**config.mk**
```make
export PLATFORM = sky130hd
export DESIGN_NAME = ident_rom
export DESIGN_NICKNAME = d
export VERILOG_FILES = /design/src/hw/ident_rom_pkg.sv /design/src/hw/ident_rom_mem.sv /design/src/hw/ident_rom.sv
export VERILOG_INCLUDE_DIRS = /design/src /design/src/hw
export SDC_FILE = /design/constraint.sdc
export NUM_CORES = 1
export LEC_CHECK = 0
export ABC_AREA = 1
export BUFFER_PORTS_ARGS = -buffer_cell sky130_fd_sc_hd__buf_4
export CAP_MARGIN = 10
export CORE_ASPECT_RATIO = 1.4
export CORE_MARGIN = 4
export CORE_UTILIZATION = 58
export CTS_CLUSTER_SIZE = 12
export DETAILED_ROUTE_END_ITERATION = 10
export PLACE_DENSITY_LB_ADDON = 0.12
export SLEW_MARGIN = 10
export SYNTH_ARGS = -nofsm -noshare
export SYNTH_HDL_FRONTEND = slang
export SYNTH_SLANG_ARGS = --single-unit
```
**constraint.sdc**
```tcl
create_clock -name mclk -period 1.41 [get_ports mclk]
set_input_delay 0.0705 -clock mclk [delete_from_list [all_inputs] [get_ports mclk]]
set_output_delay 0.0705 -clock mclk [all_outputs]
set_load 0.005 [all_outputs]
```
**src/hw/ident_rom_regs.svh**
```systemverilog
`ifndef IDENT_ROM_REGS_SVH
`define IDENT_ROM_REGS_SVH

// ****************************************************************
// addresses
// ****************************************************************
`define ADDR_TECH_TWO        16'h8019
`define ADDR_SIGNAL_CODE     16'h801A
`define ADDR_MAX_OUT_POWER   16'h801B
`define ADDR_MAX_IN_POWER    16'h801C
`define ADDR_MAX_POWER       16'h801D
`define ADDR_MAX_LOW_POWER   16'h801E
`define ADDR_MAX_CASE_TEMP   16'h801F
`define ADDR_MIN_CASE_TEMP   16'h8020
`define ADDR_MAKER_NAME      16'h8021
`define ADDR_ORG_ID          16'h8031
`define ADDR_MAKER_PART      16'h8034
`define ADDR_MAKER_SERIAL    16'h8044
`define ADDR_DATE_CODE       16'h8054
`define ADDR_LOT_CODE        16'h805C
`define ADDR_EQUIP_ID        16'h805E
`define ADDR_HW_SPEC_REV     16'h8068
`define ADDR_MGMT_SPEC_REV   16'h8069
`define ADDR_MODULE_HW_VER   16'h806A
`define ADDR_MODULE_FW_VER   16'h806C
`define ADDR_MON_TYPE        16'h806E
`define ADDR_MON_CAP_MODULE  16'h806F
`define ADDR_MON_CAP_LANE    16'h8070
`define ADDR_ENH_OPTIONS     16'h8071
`define ADDR_POWER_UP_TIME   16'h8072
`define ADDR_TX_ON_TIME      16'h8073
`define ADDR_HOST_SIG_SPEC   16'h8074
`define ADDR_HEAT_SINK       16'h8075
`define ADDR_FIRST           16'h8019
`define ADDR_LAST            16'h8075

// ****************************************************************
// values and fields
// ****************************************************************
`define ASCII_SPACE          8'h20
`define TEMP_UNDEFINED       8'h80
`define TEMP_MAX_VALID       8'sh7F
`define TEMP_MIN_VALID       (-8'sh7F)
`define MIN_SECONDS          8'h01
`define SPEC_MULTIPLE        8'hFF
`define SPEC_HUNDRED_GIG     8'h01
`define DET_UNDEF            2'h0
`define DET_PHOTODIODE       2'h1
`define DET_AVALANCHE        2'h2
`define DET_AMP_PHOTODIODE   2'h3
`define CODING_RESERVED_LO   4'h7
`define CODING_RESERVED_HI   4'hA
`define CODING_LAST          4'hD
`define TECH_WL_CTRL_BIT     7
`define TECH_COOLED_BIT      6
`define TECH_TUNABLE_BIT     5
`define TECH_ATTEN_BIT       4
`define TECH_CDR_BIT         1
`define MON_TYPE_RX_BIT      3
`define MON_TYPE_TX_BIT      2

`endif

```
**src/hw/ident_rom_pkg.sv**
```systemverilog
package ident_rom_pkg;
    typedef enum logic [1:0] {
        DETECTOR_UNDEF,
        DETECTOR_PHOTODIODE,
        DETECTOR_AVALANCHE,
        DETECTOR_AMP_PHOTODIODE
    } detector_t;
    typedef logic [7:0] byte_t;
    typedef enum logic [0:0] {
        READ_IDLE,
        READ_DONE
    } read_state_t;
endpackage : ident_rom_pkg

```
**src/hw/ident_rom_mem.sv**
```systemverilog
`timescale 1ns/100ps
`include "ident_rom_regs.svh"

module ident_rom_mem
    import ident_rom_pkg::*;
#(
    parameter int DEPTH = 93,
    parameter int AW    = 7
) (
    // clock and reset
    input  wire logic          mclk,
    input  wire logic          arst_n,
    // contents and read
    input  wire logic [DEPTH*8-1:0] image,
    input  wire logic [AW-1:0] index,
    input  wire logic          readEn,
    output      logic [7:0]    readData
);

    // ****************************************************************
    // registered read
    // ****************************************************************
    // contents come from a constant image, so there is no write path
    always_ff @(posedge mclk or negedge arst_n) begin
        if (!arst_n) begin
            readData <= 8'h00;
        end else if (readEn) begin
            if (32'(index) < DEPTH) begin
                readData <= image[32'(index)*8 +: 8];
            end else begin
                readData <= 8'h00;
            end
        end
    end

endmodule : ident_rom_mem

```
**src/hw/ident_rom.sv**
```systemverilog
`timescale 1ns/100ps
`include "ident_rom_regs.svh"

module ident_rom
    import ident_rom_pkg::*;
#(
    parameter logic [7:0]   TECH_FLAGS      = 8'h00,
    parameter detector_t    DETECTOR        = DETECTOR_PHOTODIODE,
    parameter logic [1:0]   MODULATION      = 2'h1,
    parameter logic [3:0]   CODING          = 4'h0,
    parameter logic [7:0]   OUT_POWER       = 8'h00,
    parameter logic [7:0]   IN_POWER        = 8'h00,
    parameter logic [7:0]   POWER           = 8'h00,
    parameter logic [7:0]   LOW_POWER       = 8'h00,
    parameter logic [7:0]   CASE_TEMP_MAX   = `TEMP_UNDEFINED,
    parameter logic [7:0]   CASE_TEMP_MIN   = `TEMP_UNDEFINED,
    // arbitrary neutral identity text and codes
    parameter logic [127:0] MAKER_NAME      = "EXAMPLE",
    parameter logic [23:0]  ORG_ID          = 24'h000000,
    parameter logic [127:0] MAKER_PART      = "PART0",
    parameter logic [127:0] MAKER_SERIAL    = "SN0",
    parameter logic [63:0]  DATE_CODE       = "20000101",
    parameter logic [15:0]  LOT_CODE        = "00",
    parameter logic [79:0]  EQUIP_ID        = "0000000000",
    parameter logic [7:0]   HW_SPEC_REV     = 8'h00,
    parameter logic [7:0]   MGMT_SPEC_REV   = 8'h00,
    parameter logic [15:0]  HW_VERSION      = 16'h0000,
    parameter logic [15:0]  FW_VERSION      = 16'h0000,
    parameter logic [7:0]   MON_TYPE        = 8'h00,
    parameter logic [7:0]   MON_CAP_MODULE  = 8'h00,
    parameter logic [7:0]   MON_CAP_LANE    = 8'h00,
    parameter logic [7:0]   ENH_OPTIONS     = 8'h00,
    parameter logic [7:0]   POWER_UP_SEC    = 8'h01,
    parameter logic [7:0]   TX_ON_SEC       = 8'h01,
    parameter logic [7:0]   HOST_SIG_SPEC   = `SPEC_HUNDRED_GIG,
    parameter logic [7:0]   HEAT_SINK       = 8'h00
) (
    // clock and reset
    input  wire logic        mclk,
    input  wire logic        arst_n,
    // register access
    input  wire logic [15:0] regAddr,
    input  wire logic        regRead,
    input  wire logic        regWrite,
    input  wire logic [7:0]  regWriteData,
    output      logic [7:0]  regReadData,
    output      logic        regReadValid,
    output      logic        regHit
);

    localparam int DEPTH = 93;
    localparam int AW    = 7;

    // ****************************************************************
    // helpers
    // ****************************************************************
    // strings arrive as packed literals with the first character high;
    // this reverses them into address order and pads with spaces
    function automatic logic [127:0] text_image(input logic [127:0] s);
        logic [127:0] r;
        int           n;
        int           k;
        r = {16{`ASCII_SPACE}};
        n = 0;
        for (k = 15; k >= 0; k--) begin
            if (s[k*8 +: 8] != 8'h00) begin
                n = k + 1;
                break;
            end
        end
        for (k = 0; k < 16; k++) begin
            if (k < n) begin
                r[k*8 +: 8] = s[(n-1-k)*8 +: 8];
            end
        end
        return r;
    endfunction : text_image

    // multi-byte fields: most significant byte at the lowest address
    function automatic logic [63:0] forward_order(input logic [63:0] v,
                                                  input int          len);
        logic [63:0] r;
        int          k;
        r = 64'h0;
        for (k = 0; k < 8; k++) begin
            if (k < len) begin
                r[k*8 +: 8] = v[(len-1-k)*8 +: 8];
            end
        end
        return r;
    endfunction : forward_order

    // seconds fields never report under one second
    function automatic logic [7:0] at_least_one(input logic [7:0] v);
        return (v < `MIN_SECONDS) ? `MIN_SECONDS : v;
    endfunction : at_least_one

    // temperatures outside -127..+127 fall back to undefined
    function automatic logic [7:0] temp_byte(input logic [7:0] v);
        return (v == `TEMP_UNDEFINED) ? `TEMP_UNDEFINED : v;
    endfunction : temp_byte

    function automatic logic [3:0] coding_field(input logic [3:0] c);
        logic bad;
        bad = (c >= `CODING_RESERVED_LO && c <= `CODING_RESERVED_HI)
              || (c > `CODING_LAST);
        return bad ? 4'h0 : c;
    endfunction : coding_field

    // ****************************************************************
    // byte image
    // ****************************************************************
    logic [7:0]         techTwo;
    logic [7:0]         signalCode;
    logic [7:0]         monType;
    logic [7:0]         monCapModule;
    logic [7:0]         monCapLane;
    logic [7:0]         enhOptions;
    logic [7:0]         hostSpec;
    logic [DEPTH*8-1:0] image;

    always_comb begin
        techTwo = 8'h00;
        techTwo[`TECH_WL_CTRL_BIT] = TECH_FLAGS[`TECH_WL_CTRL_BIT];
        techTwo[`TECH_COOLED_BIT]  = TECH_FLAGS[`TECH_COOLED_BIT];
        techTwo[`TECH_TUNABLE_BIT] = TECH_FLAGS[`TECH_TUNABLE_BIT];
        techTwo[`TECH_ATTEN_BIT]   = TECH_FLAGS[`TECH_ATTEN_BIT];
        techTwo[`TECH_CDR_BIT]     = TECH_FLAGS[`TECH_CDR_BIT];
        techTwo[3:2] = DETECTOR;
        signalCode = {MODULATION, coding_field(CODING), 2'h0};
        monType = 8'h00;
        monType[`MON_TYPE_RX_BIT] = MON_TYPE[`MON_TYPE_RX_BIT];
        monType[`MON_TYPE_TX_BIT] = MON_TYPE[`MON_TYPE_TX_BIT];
        monCapModule = {MON_CAP_MODULE[7:4], 1'b0,
                        MON_CAP_MODULE[2:0]};
        monCapLane = {4'h0, MON_CAP_LANE[3:0]};
        enhOptions = {ENH_OPTIONS[7:5], 2'h0,
                      ENH_OPTIONS[2:0]};
        hostSpec = HOST_SIG_SPEC;
        image = {
            {7'h00, HEAT_SINK[0]},
            hostSpec,
            at_least_one(TX_ON_SEC),
            at_least_one(POWER_UP_SEC),
            enhOptions,
            monCapLane,
            monCapModule,
            monType,
            16'(forward_order({48'h0, FW_VERSION}, 2)),
            16'(forward_order({48'h0, HW_VERSION}, 2)),
            MGMT_SPEC_REV,
            HW_SPEC_REV,
            // last two characters sit above the first eight
            16'(forward_order({48'h0, EQUIP_ID[15:0]}, 2)),
            forward_order(EQUIP_ID[79:16], 8),
            16'(forward_order({48'h0, LOT_CODE}, 2)),
            forward_order(DATE_CODE, 8),
            text_image(MAKER_SERIAL),
            text_image(MAKER_PART),
            24'(forward_order({40'h0, ORG_ID}, 3)),
            text_image(MAKER_NAME),
            temp_byte(CASE_TEMP_MIN),
            temp_byte(CASE_TEMP_MAX),
            LOW_POWER,
            POWER,
            IN_POWER,
            OUT_POWER,
            signalCode,
            techTwo
        };
    end

    // ****************************************************************
    // access
    // ****************************************************************
    logic          inRange;
    logic [AW-1:0] index;
    logic [7:0]    memData;
    logic          hitPending;

    assign inRange = (regAddr >= `ADDR_FIRST) && (regAddr <= `ADDR_LAST);
    assign index   = AW'(regAddr - `ADDR_FIRST);

    ident_rom_mem #(
        .DEPTH    (DEPTH),
        .AW       (AW)
    ) u_mem (
        .mclk     (mclk),
        .arst_n   (arst_n),
        .image    (image),
        .index    (index),
        .readEn   (regRead && inRange),
        .readData (memData)
    );

    // writes are accepted on the port but never reach storage
    always_ff @(posedge mclk or negedge arst_n) begin
        if (!arst_n) begin
            hitPending <= 1'b0;
        end else begin
            hitPending <= regRead && inRange && !regWrite;
        end
    end

    // one extra stage keeps every output straight off a flip-flop
    always_ff @(posedge mclk or negedge arst_n) begin
        if (!arst_n) begin
            regReadValid <= 1'b0;
            regHit       <= 1'b0;
            regReadData  <= 8'h00;
        end else begin
            regReadValid <= hitPending;
            regHit       <= hitPending;
            regReadData  <= hitPending ? memData : 8'h00;
        end
    end

    logic unusedWrite;
    assign unusedWrite = ^regWriteData;

endmodule : ident_rom

```
### Yosys cells after proc, flatten, opt, wreduce, memory -nomap -nowiden

Cells that the tools add are included.

| storage, ports and cells | value |
|---|---|
| input bits | 28 |
| flip-flop bits (word level) | 18 |

| cells by class | value |
|---|---|
| muxes and demuxes | 2 |
| shift operators | 1 |
| add/subtract/negate cells | 1 |
| magnitude comparators | 3 |
| reduce and logical (&&, ||, !) cells | 4 |

Operator list:

| kind | count |
|---|---|
| 744-bit by 11-bit variable part select with 8-bit output (first input constant) | 1 |
| 16-bit greater-or-equal comparator (second input constant) | 1 |
| 16-bit <= comparator (second input constant) | 1 |
| 8-bit two-way mux | 2 |
| 7-bit less-than comparator (second input constant) | 1 |
| 7-bit by 5-bit subtractor with 7-bit output (second input constant) | 1 |
| 1-bit logical AND | 3 |
| 1-bit logical NOT | 1 |

### Longest topological paths before layout

| depth | value |
|---|---|
| word-level depth | 4 |
| depth in mapped cells | 14 |

### Cells and area by module

Synthesis repeated with hierarchy kept, for this count alone.

| second synthesis, totals | value |
|---|---|
| cell total of the unflattened synthesis | 2231 |
| area total of the unflattened synthesis | 9799.4 µm² |

Modules (own cells, without submodules):

| module | instances | sequential area each (µm²) | cells an instance | area each (µm²) |
|---|---|---|---|---|
| ident_rom_mem | 1 | 200.2 | 2158 | 9236.4 |
| ident_rom | 1 | 250.2 | 73 | 563.0 |

### Worst setup path after synthesis

OpenSTA, ideal clock, no wires.

| timing path | value |
|---|---|
| path type | in2reg |
| start | input port regAddr[0] |
| end | register u_mem.readData[2] |
| slack | -185 ps |
| setup time | 119 ps |
| stages | 10 |
| data required time | 1291 ps |
| arrival | 1476 ps |
| path through | inv_2 -> ha_1 -> ha_1 -> or2_2 -> o22ai_1 -> inv_1 -> nand2_1 -> nand3_2 -> o21ai_2 -> nand2_2 |

| between the ends | value |
|---|---|
| longest elaborated chain between the ends | 3 |

RTL lines:

| item | RTL line | text |
|---|---|---|
| start, declared | ident_rom.sv:42 | `input wire logic [15:0] regAddr,` |
| 7-bit by 5-bit subtractor with 7-bit output (no source line) (tied with other cells) | - |  |
| 744-bit by 11-bit variable part select with 8-bit output (tied with other cells) | ident_rom_mem.sv:29 | `readData <= image[32'(index)*8 +: 8];` |
| 8-bit two-way mux / 1-bit logical AND (equally long branches) | ident_rom_mem.sv:28, ident_rom.sv:192 |  |
| end signal, assigned | ident_rom_mem.sv:29 |  |
| end, declared | ident_rom_mem.sv:17 | `output logic [7:0] readData` |

Parallel ways exist; a longest one is shown, timed or not.
A chain may end at the register's enable or synchronous reset.

### Worst setup path in the final report

| timing path | value |
|---|---|
| start | input port regAddr[1] |
| end | register u_mem.readData[2] |

Same word-level chain as after synthesis.

==> results.ini <==
[logic_synthesis]
yosysSeqAreaShare_pct = 28.6
yosysUniqueCellTypes = 30
synth_fa_ha_area_share_pct = 7.15
synthMuxAreaShare_pct = 0
syn_nets = 273
synthSimpleGateAreaFrac_pct = 40.0
synth_edf_count = 0
netlist_area_sq_um = 1580
async_reset_ff_share_pct = 100
synth_seq_cells = 18
synth_largest_area_cell = dfrtp_1
yosysMostFrequentCell = nand2_1
yosys_most_used_dff = dfrtp_1
synth_top_family_by_area = simple AND/OR/NAND/NOR gates
netlist_top_cells_count = nand2_1 (76), inv_1 (27), nand3_1 (22)
synth-compound-area-share_pct = 9.37
yosysWarnings = 0
post_synth_xor_area_fraction_pct = 4.37
synth_area_per_cell_sq_um = 6.67
yosys.area.top_type_share_pct = 28.6
synth_cells = 236
synthTopCellsByArea = dfrtp_1 (29%), nand2_1 (18%), ha_1 (7.1%)

[floorplan]
fp.dieW_um = 52.0
ios = 38
core-area_sq_um = 2620
die_y_um = 69.7
die_area_sq_um = 3630
initial_core_util_pct = 60.2
rows = 22

[grt]
grt_overflow_total = 0
grt_pass1_wl_um = 6420
track_usage_pct = 22.3
grt_max_degree = 19
grt_pass1_vias = 1549
grt_antenna_before_repair = 0

[clock_tree]
root_buffer = clkbuf_4
cts_buffer_depth = 2
cts_setup_buffers = 0
clkLatencyLatePin_ns = 0.28
cts_made_buffers = 3
cts_tree = built
h-tree-depth = 1
clock-sinks = 18
clkSlewWorstSetupHoldPaths_ns = 0.10

[worst_setup_path]
slowest_stage = or2_2
reg2reg_depth = 2
timing.rr.start = hitPending
path_cells = buf_4 -> inv_1 -> ha_4 -> ha_4 -> or2_2 -> o22ai_1 -> inv_1 -> nand2_1 -> nand3_2 -> o21ai_2 -> nand2_2
arrival_ns = 1.48
path_max_fanout = 5
rrSetupSlack_ns = 0.66
critical_path_buf_inv_count = 3
crit_path_end_kind = flop
path_delay_family = simple AND/OR/NAND/NOR gates
worstPathRequired_ns = 1.59
cpPeakStageDelay_ns = 0.32
regToRegEndpoint = regReadData[0]
cp-start-kind = primary input
path_class = primary input to flop

[sta]
hold_slack_ns = 0.135
worst_pin_slew_ns = 0.286
period_share_pct = 92.3
fin_skew_ns = 0.00288
maxSlewViolCount = 0
rsz0062_at_grt = no
fmax_mhz = 768
setup_violations = 0
min_period_ns = 1.30
timing.final.hold_violations = 0
relSlewSlack_pct = 80.9

[drt]
vias_per_cell = 4.97
wl_per_cell_um = 11.7
postRouteAntennaNets = 0
first_pass_iters = 4
vias = 1620
drt_wl_total_um = 3810
drc = 0
drt-initial-drc-count = 63

[placed_design]
place_congestion = 0.938
io_buffers = 29
hpwl_um = 3220

[final_layout]
area_growth_pct = 32.3
n_antenna_cell = 0
fin_nets = 328
layout-drive-gt1-share_pct = 30.0

[run]
maxCapViolations = 0

[pwr]
total_power_mw = 1.28
leakage_nw = 1.16
power_density_nw_per_um2 = 614
vdd_drop_max_mv = 0.510

[worst_hold_path]
hold_start = regRead
worstHoldPathType = primary input to flop
hold_path_end = u_mem.readData[0]
whs_path_depth = 5

[status]
status = finished, final reports clean

[state kept, by name, indices dropped and copies added (netlist names)]
register	cells
hitPending	1
regHit	1
regReadData	8
u_mem.readData	8
[power breakdown]
| group | leakage, nW | switching (mW) | internal [mW] |
|---|---|---|---|
| Clock | 0.0210 | 0.149 | 0.157 |
| Combinational | 0.889 | 0.245 | 0.198 |
| Sequential | 0.247 | 0.00507 | 0.525 |
| Total | 1.16 | 0.399 | 0.880 |
[per-stage QoR]
step                      area [sq um]  utilization (%)  std cells  setup slack (ns)  TNS (ns)
after floorplan                   1600                -        236           -0.0305   -0.0305
after global placement            2020             77.4        320            -0.134    -0.678
after detailed placement          2020             77.4        320            -0.182    -0.932
after CTS                         2080             79.6        326             0.127         0
after global routing              2080             79.7        326           0.00809         0
final                             2080             79.7        326             0.108         0
[cell type report]
type | instances | area, sq um
Clock buffer | 4 | 36.3
Fill cell | 184 | 531
Inverter | 33 | 126
Multi-Input combinational cell | 179 | 988
Sequential cell | 18 | 450
Tap cell | 36 | 45.0
Timing Repair Buffer | 56 | 438
[kinds of logic (layout without fill, tap and decap cells)]
group / Yosys count / count (layout)
DFF: 18 / 18
and+or+nand+nor: 141 / 141
buffers and inverters: 39 / 93
AOI/OAI and AO/OA: 25 / 25
xor gates and xnor gates: 4 / 4
adders and majority gates: 9 / 9
[cells in the final DEF (no fill, tap or decap), types with 3 or more instances in the layout]
cell	n
o21ai_1	5
nor2_1	21
o21ai_0	10
a21oi_1	3
nand2_2	8
nand3_2	3
inv_1	27
nand3_1	22
inv_2	5
dfrtp_1	18
ha_1	7
nand2_1	76
buf_4	53
clkbuf_4	3
nor3_1	4
[layer usage]
metal / up-vias / share of wire [%] / GRT usage [%]
met5: - / 0 / 0
met4: 0 / 0.95 / 7.29
met3: 4 / 2.6 / 1.51
met2: 37 / 57 / 42.2
met1: 737 / 39 / 25.0
li1: 842 / - / -
[repair_timing]
action | CTS | global route
hold buffers | 2 | 0
hold endpoints to repair | 19 | 0
resized for setup | 0 | 1
endpoints found under the setup margin | 0 | 2
[how the worst max path moves through the flow]
stage                           from                 to  slack [ns]  depth (start not counted)
after floorplan           regAddr[1]  u_mem.readData[2]       -0.03                         10
after global placement    regAddr[1]  u_mem.readData[2]       -0.13                         11
after detailed placement  regAddr[1]  u_mem.readData[2]       -0.18                         11
after CTS                 regAddr[1]  u_mem.readData[2]        0.13                         11
after global routing      regAddr[1]  u_mem.readData[6]       0.008                         13
final                     regAddr[1]  u_mem.readData[2]        0.11                         11
[worst register-to-register path, stage by stage (launching register included)]
cell and delay, ns:
dfrtp_1 0.49, nand2_1 0.12, inv_1 0.05
No activity file was read; power rests on OpenSTA's default activity.
